[config.mk]
export PLATFORM = sky130hd
export DESIGN_NAME = degauss_request_error_sequencer
export DESIGN_NICKNAME = d
export VERILOG_FILES = /design/src/core/degauss_request_seq_pkg.sv /design/src/core/degauss_request_error_sequencer.sv
export SDC_FILE = /design/constraint.sdc
export NUM_CORES = 1
export LEC_CHECK = 0
export ABC_AREA = 1
export BUFFER_PORTS_ARGS = -buffer_cell sky130_fd_sc_hd__clkbuf_2
export CORE_MARGIN = 5
export CORE_UTILIZATION = 60
export CTS_CLUSTER_DIAMETER = 100
export DETAILED_ROUTE_END_ITERATION = 10
export GPL_TIMING_DRIVEN = 0
export PLACE_DENSITY = 0.77
export SETUP_SLACK_MARGIN = 0.15
export SYNTH_ARGS = -nofsm -noshare
export SYNTH_HDL_FRONTEND = slang
export SYNTH_SLANG_ARGS = --single-unit
export TNS_END_PERCENT = 5
[constraint.sdc]
create_clock -name mclk -period 2.4 [get_ports mclk]
set_input_delay 0.12 -clock mclk [delete_from_list [all_inputs] [get_ports mclk]]
set_output_delay 0.12 -clock mclk [all_outputs]
set_load 0.05 [all_outputs]
[src/core/degauss_request_seq_pkg.sv]
// constants, pin bundle and state codes for the degauss and error sequencer
// assumes one 10 MHz clock; pins arrive raw and are synchronised in the core
// Function
// - in operation, degauss starts only after the request pin stays high 25.6 us
// - a started degauss cycle runs about 110 ms unless aborted
// - degauss timing comes from the internal clock and counters only
// - error flag is held low for the whole degauss cycle
// - request high at power-on starts degauss about 12 us after supply good
// - request low at power-on skips degauss, operation starts after 32 us
// - probe excitation keeps running during degauss
// - request low for 25 us aborts a running degauss cycle
// - after an abort, error stays low and driver off for 3.3 ms
// - four good probe cycles enable the driver and release the error flag
// - supply drops shorter than 31 us are ignored
// - supply drop longer than 100 us causes a full power-on restart
// - probe low over 32 us flags error, driver stops after the timeout
// - recovery from stuck probe holds error and driver reset for 3.3 ms
// - three short probe pulses flag error; long episodes add 3.3 ms hold
// - low coil current over 100 us flags open coil unless check disabled
// - open coil only asserts error, driver and probe keep running
// - error flag releases once no fault remains and operation resumed
// - error and over-range flags are open-drain, pull low only
// - overload recovery only while the probe loop ran uninterrupted
// - over-range flag is blanked for 3 us against transients
package degauss_request_seq_pkg;
  // ----------------------------------------
  // timing
  // ----------------------------------------
  localparam longint unsigned CLK_PS = 100000;
  function automatic int unsigned cyc_min(input longint unsigned ns);
    longint unsigned c;
    c = (ns * 1000 + CLK_PS - 1) / CLK_PS;
    return (c < 1) ? 1 : 32'(c);
  endfunction
  function automatic int unsigned cyc_max(input longint unsigned ns);
    longint unsigned c;
    c = (ns * 1000) / CLK_PS;
    return (c < 1) ? 1 : 32'(c);
  endfunction
  localparam longint unsigned REQ_HIGH_NS = 25600;
  localparam longint unsigned REQ_LOW_NS = 25000;
  localparam longint unsigned DEGAUSS_NS = 110000000;
  localparam longint unsigned RECOVER_NS = 3300000;
  localparam longint unsigned POR_DEGAUSS_NS = 12000;
  localparam longint unsigned POR_RUN_NS = 32000;
  localparam longint unsigned HALF_MAX_NS = 32000;
  localparam longint unsigned HALF_MIN_NS = 280;
  localparam longint unsigned BO_IGNORE_NS = 31000;
  localparam longint unsigned BO_POR_NS = 100000;
  localparam longint unsigned SHORT_LONG_NS = 25000;
  localparam longint unsigned OPEN_COIL_NS = 100000;
  localparam longint unsigned OVR_BLANK_NS = 3000;
  localparam int unsigned DEGAUSS_CYC = cyc_max(DEGAUSS_NS);
  localparam int unsigned RECOVER_CYC = cyc_min(RECOVER_NS);
  localparam logic [9:0] C_REQ_HIGH = 10'(cyc_min(REQ_HIGH_NS));
  localparam logic [9:0] C_REQ_LOW = 10'(cyc_min(REQ_LOW_NS));
  localparam logic [9:0] C_POR_DG = 10'(cyc_max(POR_DEGAUSS_NS));
  localparam logic [9:0] C_POR_RUN = 10'(cyc_max(POR_RUN_NS));
  localparam logic [9:0] C_HALF_MAX = 10'(cyc_max(HALF_MAX_NS));
  localparam logic [9:0] C_HALF_MIN = 10'(cyc_min(HALF_MIN_NS));
  localparam logic [9:0] C_BO_IGNORE = 10'(cyc_min(BO_IGNORE_NS));
  localparam logic [9:0] C_BO_POR = 10'(cyc_min(BO_POR_NS));
  localparam logic [9:0] C_SHORT_LONG = 10'(cyc_min(SHORT_LONG_NS));
  localparam logic [9:0] C_OPEN = 10'(cyc_min(OPEN_COIL_NS));
  localparam logic [9:0] C_OVR = 10'(cyc_min(OVR_BLANK_NS));
  localparam logic [9:0] C_GOOD = 10'h008;
  localparam logic [9:0] C_SHORT_N = 10'h003;
  localparam int unsigned TMR_W = 21;
  // ----------------------------------------
  // types
  // ----------------------------------------
  typedef enum logic [2:0] {
    ST_POR = 3'h0,
    ST_START = 3'h1,
    ST_DEGAUSS = 3'h3,
    ST_CHECK = 3'h2,
    ST_RUN = 3'h6,
    ST_PFAULT = 3'h7,
    ST_HOLD = 3'h5,
    ST_ABORT = 3'h4
  } seq_state_e;
  localparam seq_state_e ST_RESET = ST_POR;
  typedef struct packed {
    logic degauss_request;
    logic coil_check_enable;
    logic supply_ok;
    logic probe_cmp;
    logic coil_current_low;
    logic amp_overload;
  } pins_s;
endpackage

[src/core/degauss_request_error_sequencer.sv]
// degauss, power-on and fault flag sequencer of a closed-loop sensor conditioner
// assumes raw asynchronous pin levels in, external pull-ups on both flag pins
module degauss_request_error_sequencer #(
  parameter int unsigned DEGAUSS_CYCLES = degauss_request_seq_pkg::DEGAUSS_CYC,
  parameter int unsigned RECOVER_CYCLES = degauss_request_seq_pkg::RECOVER_CYC
) (
  input wire logic mclk,
  input wire logic sys_rst,
  input wire logic ce,
  input wire degauss_request_seq_pkg::pins_s pins,
  output logic error_o,
  output logic error_oe,
  output logic over_range_o,
  output logic over_range_oe,
  output logic comp_coil_driver,
  output logic probe_drive_en,
  output logic degauss_active
);
  localparam logic [20:0] DG_LIM = 21'(DEGAUSS_CYCLES);
  localparam logic [20:0] HOLD_LIM = 21'(RECOVER_CYCLES);
  localparam logic [20:0] POR_DG = 21'(degauss_request_seq_pkg::C_POR_DG);
  localparam logic [20:0] POR_RUN = 21'(degauss_request_seq_pkg::C_POR_RUN);

  function automatic logic [9:0] sat_inc(input logic [9:0] c, input logic [9:0] lim);
    return (c < lim) ? c + 10'h001 : c;
  endfunction

  // ----------------------------------------
  // pin synchronisers
  // ----------------------------------------
  degauss_request_seq_pkg::pins_s s1_q;
  degauss_request_seq_pkg::pins_s s2_q;
  logic probe_d3_q;

  always_ff @(posedge mclk)
  begin
    if (sys_rst)
    begin
      s1_q <= '0;
      s2_q <= '0;
      probe_d3_q <= 1'b0;
    end
    else if (ce)
    begin
      s1_q <= pins;
      s2_q <= s1_q;
      probe_d3_q <= s2_q.probe_cmp;
    end
  end

  wire req = s2_q.degauss_request;
  wire supply = s2_q.supply_ok;
  wire probe_lvl = s2_q.probe_cmp;
  wire p_edge = probe_lvl ^ probe_d3_q;
  wire p_fall = p_edge & ~probe_lvl;

  // ----------------------------------------
  // counters and filters
  // ----------------------------------------
  degauss_request_seq_pkg::seq_state_e st_q;
  degauss_request_seq_pkg::seq_state_e st_d;
  logic [20:0] tmr_q;
  logic [9:0] req_hi_q;
  logic [9:0] req_lo_q;
  logic [9:0] bo_q;
  logic [9:0] hp_q;
  logic [9:0] sh_cnt_q;
  logic [9:0] sh_dur_q;
  logic [9:0] good_q;
  logic [9:0] oc_q;
  logic [9:0] ov_q;
  logic ovr_flag_q;
  logic zero_q;

  // supply watch keeps counting in reset state, it is what ends it
  wire [9:0] bo_d = supply ? 10'h000 : sat_inc(bo_q, degauss_request_seq_pkg::C_BO_POR);
  wire por_evt = ~supply & (bo_q == degauss_request_seq_pkg::C_BO_POR - 10'h001);
  // dips under the ignore time leave no trace at all
  wire bo_err = bo_q >= degauss_request_seq_pkg::C_BO_IGNORE;
  wire clr = por_evt | (st_q == degauss_request_seq_pkg::ST_POR);

  wire [9:0] req_hi_d = (clr | ~req) ? 10'h000 : sat_inc(req_hi_q, degauss_request_seq_pkg::C_REQ_HIGH);
  wire [9:0] req_lo_d = (clr | req) ? 10'h000 : sat_inc(req_lo_q, degauss_request_seq_pkg::C_REQ_LOW);
  // single pulse so a request held high does not retrigger after the cycle
  wire req_start = req & (req_hi_q == degauss_request_seq_pkg::C_REQ_HIGH - 10'h001);
  wire req_abort = ~req & (req_lo_q == degauss_request_seq_pkg::C_REQ_LOW - 10'h001);

  wire [9:0] hp_d = clr ? 10'h000 : p_edge ? 10'h001 : sat_inc(hp_q, degauss_request_seq_pkg::C_HALF_MAX);
  wire hp_timeout = hp_q == degauss_request_seq_pkg::C_HALF_MAX;
  wire stuck_low = ~probe_lvl & hp_timeout;
  wire half_ok = (hp_q >= degauss_request_seq_pkg::C_HALF_MIN) & ~hp_timeout;
  wire short_pulse = hp_q < degauss_request_seq_pkg::C_HALF_MIN;

  wire [9:0] sh_step = short_pulse ? sat_inc(sh_cnt_q, degauss_request_seq_pkg::C_SHORT_N) : 10'h000;
  wire [9:0] sh_cnt_d = clr ? 10'h000 : p_fall ? sh_step : sh_cnt_q;
  wire short_fault = sh_cnt_q == degauss_request_seq_pkg::C_SHORT_N;
  wire [9:0] sh_dur_d = (clr | ~short_fault) ? 10'h000
    : sat_inc(sh_dur_q, degauss_request_seq_pkg::C_SHORT_LONG);
  wire short_long = sh_dur_q == degauss_request_seq_pkg::C_SHORT_LONG;

  wire in_check = st_q == degauss_request_seq_pkg::ST_CHECK;
  wire [9:0] good_step = half_ok ? sat_inc(good_q, degauss_request_seq_pkg::C_GOOD) : 10'h000;
  wire [9:0] good_d = (~in_check | hp_timeout) ? 10'h000 : p_edge ? good_step : good_q;
  wire probe_good = good_q == degauss_request_seq_pkg::C_GOOD;

  wire in_run = st_q == degauss_request_seq_pkg::ST_RUN;
  wire coil_bad = in_run & s2_q.coil_check_enable & s2_q.coil_current_low;
  wire [9:0] oc_d = coil_bad ? sat_inc(oc_q, degauss_request_seq_pkg::C_OPEN) : 10'h000;
  wire open_coil = oc_q == degauss_request_seq_pkg::C_OPEN;

  wire [9:0] ov_d = s2_q.amp_overload ? sat_inc(ov_q, degauss_request_seq_pkg::C_OVR) : 10'h000;
  wire ovr_hit = ov_q == degauss_request_seq_pkg::C_OVR;
  wire loop_ok = ~stuck_low & (st_q != degauss_request_seq_pkg::ST_POR)
    & (st_q != degauss_request_seq_pkg::ST_PFAULT);
  // a latched overload only clears while the probe loop keeps running
  wire ovr_flag_d = ovr_hit | (ovr_flag_q & ~loop_ok);

  always_ff @(posedge mclk)
  begin
    if (sys_rst)
    begin
      bo_q <= 10'h000;
      req_hi_q <= 10'h000;
      req_lo_q <= 10'h000;
      hp_q <= 10'h000;
      sh_cnt_q <= 10'h000;
      sh_dur_q <= 10'h000;
      good_q <= 10'h000;
      oc_q <= 10'h000;
      ov_q <= 10'h000;
      ovr_flag_q <= 1'b0;
    end
    else if (ce)
    begin
      bo_q <= bo_d;
      req_hi_q <= req_hi_d;
      req_lo_q <= req_lo_d;
      hp_q <= hp_d;
      sh_cnt_q <= sh_cnt_d;
      sh_dur_q <= sh_dur_d;
      good_q <= good_d;
      oc_q <= oc_d;
      ov_q <= ov_d;
      ovr_flag_q <= ovr_flag_d;
    end
  end

  // ----------------------------------------
  // sequencer
  // ----------------------------------------
  // one shared timer; all cycle lengths are counted on mclk, no outside timebase
  wire [20:0] tmr_inc = (&tmr_q) ? tmr_q : tmr_q + 21'h000001;
  wire [20:0] tmr_d = (st_d != st_q) ? 21'h000000 : tmr_inc;

  always_comb
  begin
    st_d = st_q;
    unique case (st_q)
      degauss_request_seq_pkg::ST_POR:
        if (supply)
          st_d = degauss_request_seq_pkg::ST_START;
      degauss_request_seq_pkg::ST_START:
        if (req && tmr_q >= POR_DG)
          st_d = degauss_request_seq_pkg::ST_DEGAUSS;
        else if (tmr_q >= POR_RUN)
          st_d = degauss_request_seq_pkg::ST_CHECK;
      degauss_request_seq_pkg::ST_DEGAUSS:
        if (req_abort)
          st_d = degauss_request_seq_pkg::ST_ABORT;
        else if (tmr_q >= DG_LIM)
          st_d = degauss_request_seq_pkg::ST_CHECK;
      degauss_request_seq_pkg::ST_ABORT:
        if (tmr_q >= HOLD_LIM)
          st_d = degauss_request_seq_pkg::ST_CHECK;
      degauss_request_seq_pkg::ST_CHECK:
        if (probe_good)
          st_d = degauss_request_seq_pkg::ST_RUN;
      degauss_request_seq_pkg::ST_RUN:
        if (stuck_low)
          st_d = degauss_request_seq_pkg::ST_PFAULT;
        else if (req_start)
          st_d = degauss_request_seq_pkg::ST_DEGAUSS;
        else if (~short_fault & short_long)
          st_d = degauss_request_seq_pkg::ST_HOLD;
      degauss_request_seq_pkg::ST_PFAULT:
        if (p_edge)
          st_d = degauss_request_seq_pkg::ST_HOLD;
      degauss_request_seq_pkg::ST_HOLD:
        if (tmr_q >= HOLD_LIM)
          st_d = degauss_request_seq_pkg::ST_RUN;
    endcase
    if (por_evt)
      st_d = degauss_request_seq_pkg::ST_POR;
  end

  always_ff @(posedge mclk)
  begin
    if (sys_rst)
    begin
      st_q <= degauss_request_seq_pkg::ST_RESET;
      tmr_q <= 21'h000000;
    end
    else if (ce)
    begin
      st_q <= st_d;
      tmr_q <= tmr_d;
    end
  end

  // ----------------------------------------
  // outputs
  // ----------------------------------------
  // error holds in every state but run; open coil only touches the flag
  wire err_d = ~in_run | short_fault | open_coil | bo_err;
  wire drv_d = in_run | (st_q == degauss_request_seq_pkg::ST_DEGAUSS);
  wire probe_d = st_q != degauss_request_seq_pkg::ST_POR;

  always_ff @(posedge mclk)
  begin
    if (sys_rst)
    begin
      error_oe <= 1'b1;
      over_range_oe <= 1'b0;
      comp_coil_driver <= 1'b0;
      probe_drive_en <= 1'b0;
      degauss_active <= 1'b0;
      zero_q <= 1'b0;
    end
    else if (ce)
    begin
      error_oe <= err_d;
      over_range_oe <= ovr_flag_q;
      comp_coil_driver <= drv_d;
      probe_drive_en <= probe_d;
      degauss_active <= st_q == degauss_request_seq_pkg::ST_DEGAUSS;
      zero_q <= 1'b0;
    end
  end

  // pins only ever pull low, so both take the same registered zero
  assign error_o = zero_q;
  assign over_range_o = zero_q;
endmodule

==> key figures <==
Status
  • Outcome: complete, no violations

Placement
  • Routability cong.: 0.9076
  • Placed wire-length estimate: 11500 um
  • Placement-stage cell area: 0.007127 sq mm
  • Buffers added on ports: 12
  • Inst Count DP: 1134

Detailed routing
  • 1st-pass router iterations: 5
  • Drt initial violations: 588
  • Via/cell ratio: 5.580
  • Drt total wl: 17760 um
  • Residual DRC count: 0
  • Remaining antenna violation count: 0
  • Routed WL per cell: 14.70 um
  • Detailed-route via count: 6741

Timing
  • Final Cycle Share: 97.25%
  • Fmax: 428.5 MHz
  • Final hold vios: 0
  • Slew margin rel.: 38.85%
  • Worst Tran Pin Value: 0.9089 ns
  • Max Slew Vio Count: 0
  • RSZ-0062 raised after global routing: yes
  • Clk_skew: 0.01305 ns
  • Setup violators final: 0
  • Worst hold-check slack: 0.1778 ns
  • Period minus WS final: 2.334 ns

Clocking
  • Clock root buffer: clkbuf_16
  • Total CTS buffers: 17
  • Num Clock Sinks: 133
  • Clock insertion delay at the later pin of the skew report: 0.43 ns
  • CTS Buffer Depth: 2
  • CTS tree: done
  • H-tree levels: 4
  • CTS clk-pin slew, worst paths: 0.06 ns

Final layout
  • Fin cells: 1208
  • Antenna diodes: 0
  • Layout cells sized above 1: 18.22%
  • Final nets: 1079
  • Area Growth Syn to Fin: 22.10%
  • Design area: 0.008406 sq mm

Worst setup path
  • CP max stage cell: dfxtp_4
  • Worst reg2reg path depth: 19
  • Critical path cell sequence: ha_4, nand2_4, nor2_4, nand4_4, nor3_4, buf_4, buf_4, buf_4, buf_4, buf_4, buf_4, buf_4, buf_4, buf_4, inv_2, nand2_4, nor2_4, nor2_1, nor2_1
  • Critical R2R Launch: tmr_q[0]
  • Crit path kind: flip-flop to flip-flop
  • Crit end category: flip-flop
  • Crit-path max cell delay: 0.37 ns
  • Crit path max fanout: 4
  • R2R Setup Slk: 0.07 ns
  • Crit path required time: 2.75 ns
  • CP Launch Type: flip-flop
  • Arrival @ worst endpoint: 2.68 ns
  • CP most frequent cell: buf_4
  • R2r endpoint: tmr_q[12]

Yosys
  • Synth top area share: 38.68%
  • FF+latch count, synth: 133
  • Most common library cells after synthesis: nand2_1 (169), nor2_1 (159), dfxtp_1 (133)
  • Most instantiated library cell after synthesis: nand2_1
  • Cells after synthesis: 978
  • Post-synth ARST share: 0%
  • Library cells used by synthesis: 52
  • Cell area after synthesis: 0.006884 sq mm
  • Leading area contributor after synthesis: dfxtp_1
  • Sequential area share after synthesis: 38.68%
  • Synth Flop Type: dfxtp_1
  • Synth area leaders: dfxtp_1 (39%), nand2_1 (9.2%), nor2_1 (8.7%)
  • Syn avg cell area: 7.039 sq um
  • Syn. warnings: 0
  • Number of flops mapped to enable cells by yosys: 0

Worst hold path
  • Hold depth: 4
  • Min-delay worst type: input pin to flip-flop
  • WHS Endpoint: bo_q[1]
  • Min-delay src: ce

Global routing
  • Total grt overflow: 0
  • Antenna violations before repair: 0
  • First-pass GRT wire length: 28300 um
  • Tot GR Track Use: 26.09%
  • Largest net degree at the start of global routing: 17
  • Vias in the first global route: 6097

Floorplan
  • Initial Util: 60.81%
  • Die width: 117.1 um
  • Core area: 0.01132 sq mm
  • Die area: 0.01372 sq mm
  • # IOs: 16
  • Rows: 39
  • Die height: 117.1 um

Power
  • Logic gate share of total power: 14.1%
  • Switching pwr: 1542 uW
  • Leak: 0.003523 uW
  • Int Pwr: 4275 uW
  • PD cells: 692.0 mW/mm^2
  • Power share of the sequential group: 40.6%
  • Worst vdd ir: 0.8839 mV
  • Clock share of power: 45.3%
  • Switching part of the total: 26.51%

Run
  • Max cap viols: 0
==> logic make-up after synthesis <==
family,after synthesis,share of synthesized area (%)
compound gates,146,12.30
xor+xnor,13,1.654
fa+ha+maj,18,3.272
buf+inv,156,9.251
flops,133,38.68
other cells,1,0.05447
simple gates,511,34.79
==> placed cells by master (no fill, tap or decap), drive strengths merged, types with 11 or more instances in the layout <==
cell type / Yosys / layout
clkbuf: 13 / 51
nand2: 184 / 184
ha: 18 / 18
a21oi: 59 / 59
nand3: 69 / 69
o21ai: 50 / 50
buf: 13 / 47
nand4: 20 / 20
nor3: 44 / 44
inv: 130 / 130
xor2: 11 / 11
nor2: 167 / 167
dfxtp: 133 / 133
nor3b: 13 / 13
==> sequential cells by signal, indices dropped and copies added (netlist names), 3 cells and up <==
signal    cells
s2_q          3
ov_q         10
sh_dur_q     10
req_lo_q     10
bo_q         10
tmr_q        21
sh_cnt_q     10
hp_q         10
req_hi_q     10
good_q       10
st_q          3
s1_q          6
oc_q         10
==> through the flow <==
step	power [uW]	setup slack (ns)	TNS [ns]	util (%)
final	5817	0.06602	0	74.25
after global routing	6044	-0.004797	-0.004797	74.25
after CTS	5689	0.1533	0	70.83
after detailed placement	3043	0.01083	0	62.95
after global placement	3035	0.005354	0	62.95
after floorplan	2881	0.3962	0	-
==> repair_timing <==
item / CTS / global route
buffers inserted: 17 / 16
endpoints found under the hold margin: 6 / 0
cloned: 1 / 2
setup endpoints to repair: 21 / 49
gates resized for setup: 21 / 59
pin swaps: 9 / 21
hold buffers: 6 / 0
==> metal layers <==
layer / routed length (um) / GRT usage (%) / vias to the layer above
met5: 0 / 0 / -
met4: 523 / 9.862 / 0
met3: 931 / 6.478 / 45
met2: 8203 / 41.60 / 191
met1: 8101 / 34.26 / 3146
li1: - / - / 3359
==> critical path, delay by kind of cell (launching register included) <==
kind	cells	cell delay [ns]
buffers and inverters	10	1.16
and+or+nand+nor	8	0.53
DFF	1	0.37
adders and majority gates	1	0.17
==> area by class of cell <==
| type | count | area [sq um] |
|---|---|---|
| Timing Repair Buffer | 53 | 452.9 |
| Clock inverter | 7 | 92.59 |
| Clock buffer | 25 | 515.5 |
| Timing Repair inverter | 1 | 7.507 |
| Buffer | 26 | 160.2 |
| Sequential cell | 133 | 2686 |
| Inverter | 130 | 490.5 |
| Tap cell | 143 | 178.9 |
| Fill cell | 879 | 2915 |
| Multi-Input combinational cell | 690 | 3821 |
==> how the worst max path moves through the flow <==
stage / start / to / slack [ns] / cells past startpoint
2_1_floorplan: tmr_q[0] / tmr_q[18] / 0.40 / 13
3_3_place_gp: tmr_q[0] / tmr_q[7] / 0.005 / 12
3_5_place_dp: tmr_q[0] / tmr_q[16] / 0.01 / 13
4_1_cts: tmr_q[0] / tmr_q[16] / 0.15 / 13
5_1_grt: tmr_q[0] / tmr_q[12] / -0.005 / 19
6_report: tmr_q[0] / tmr_q[12] / 0.07 / 19
==> power groups by stage <==
| stage | sequential, uW | clock, uW | combinational, uW |
|---|---|---|---|
| final | 2360 | 2630 | 818 |
| after global routing | 2370 | 2780 | 892 |
| after CTS | 2350 | 2660 | 679 |
| after detailed placement | 2390 | 0 | 648 |
| after global placement | 2390 | 0 | 641 |
| after floorplan | 2390 | 0 | 491 |
(Power assumes the default switching activity.)
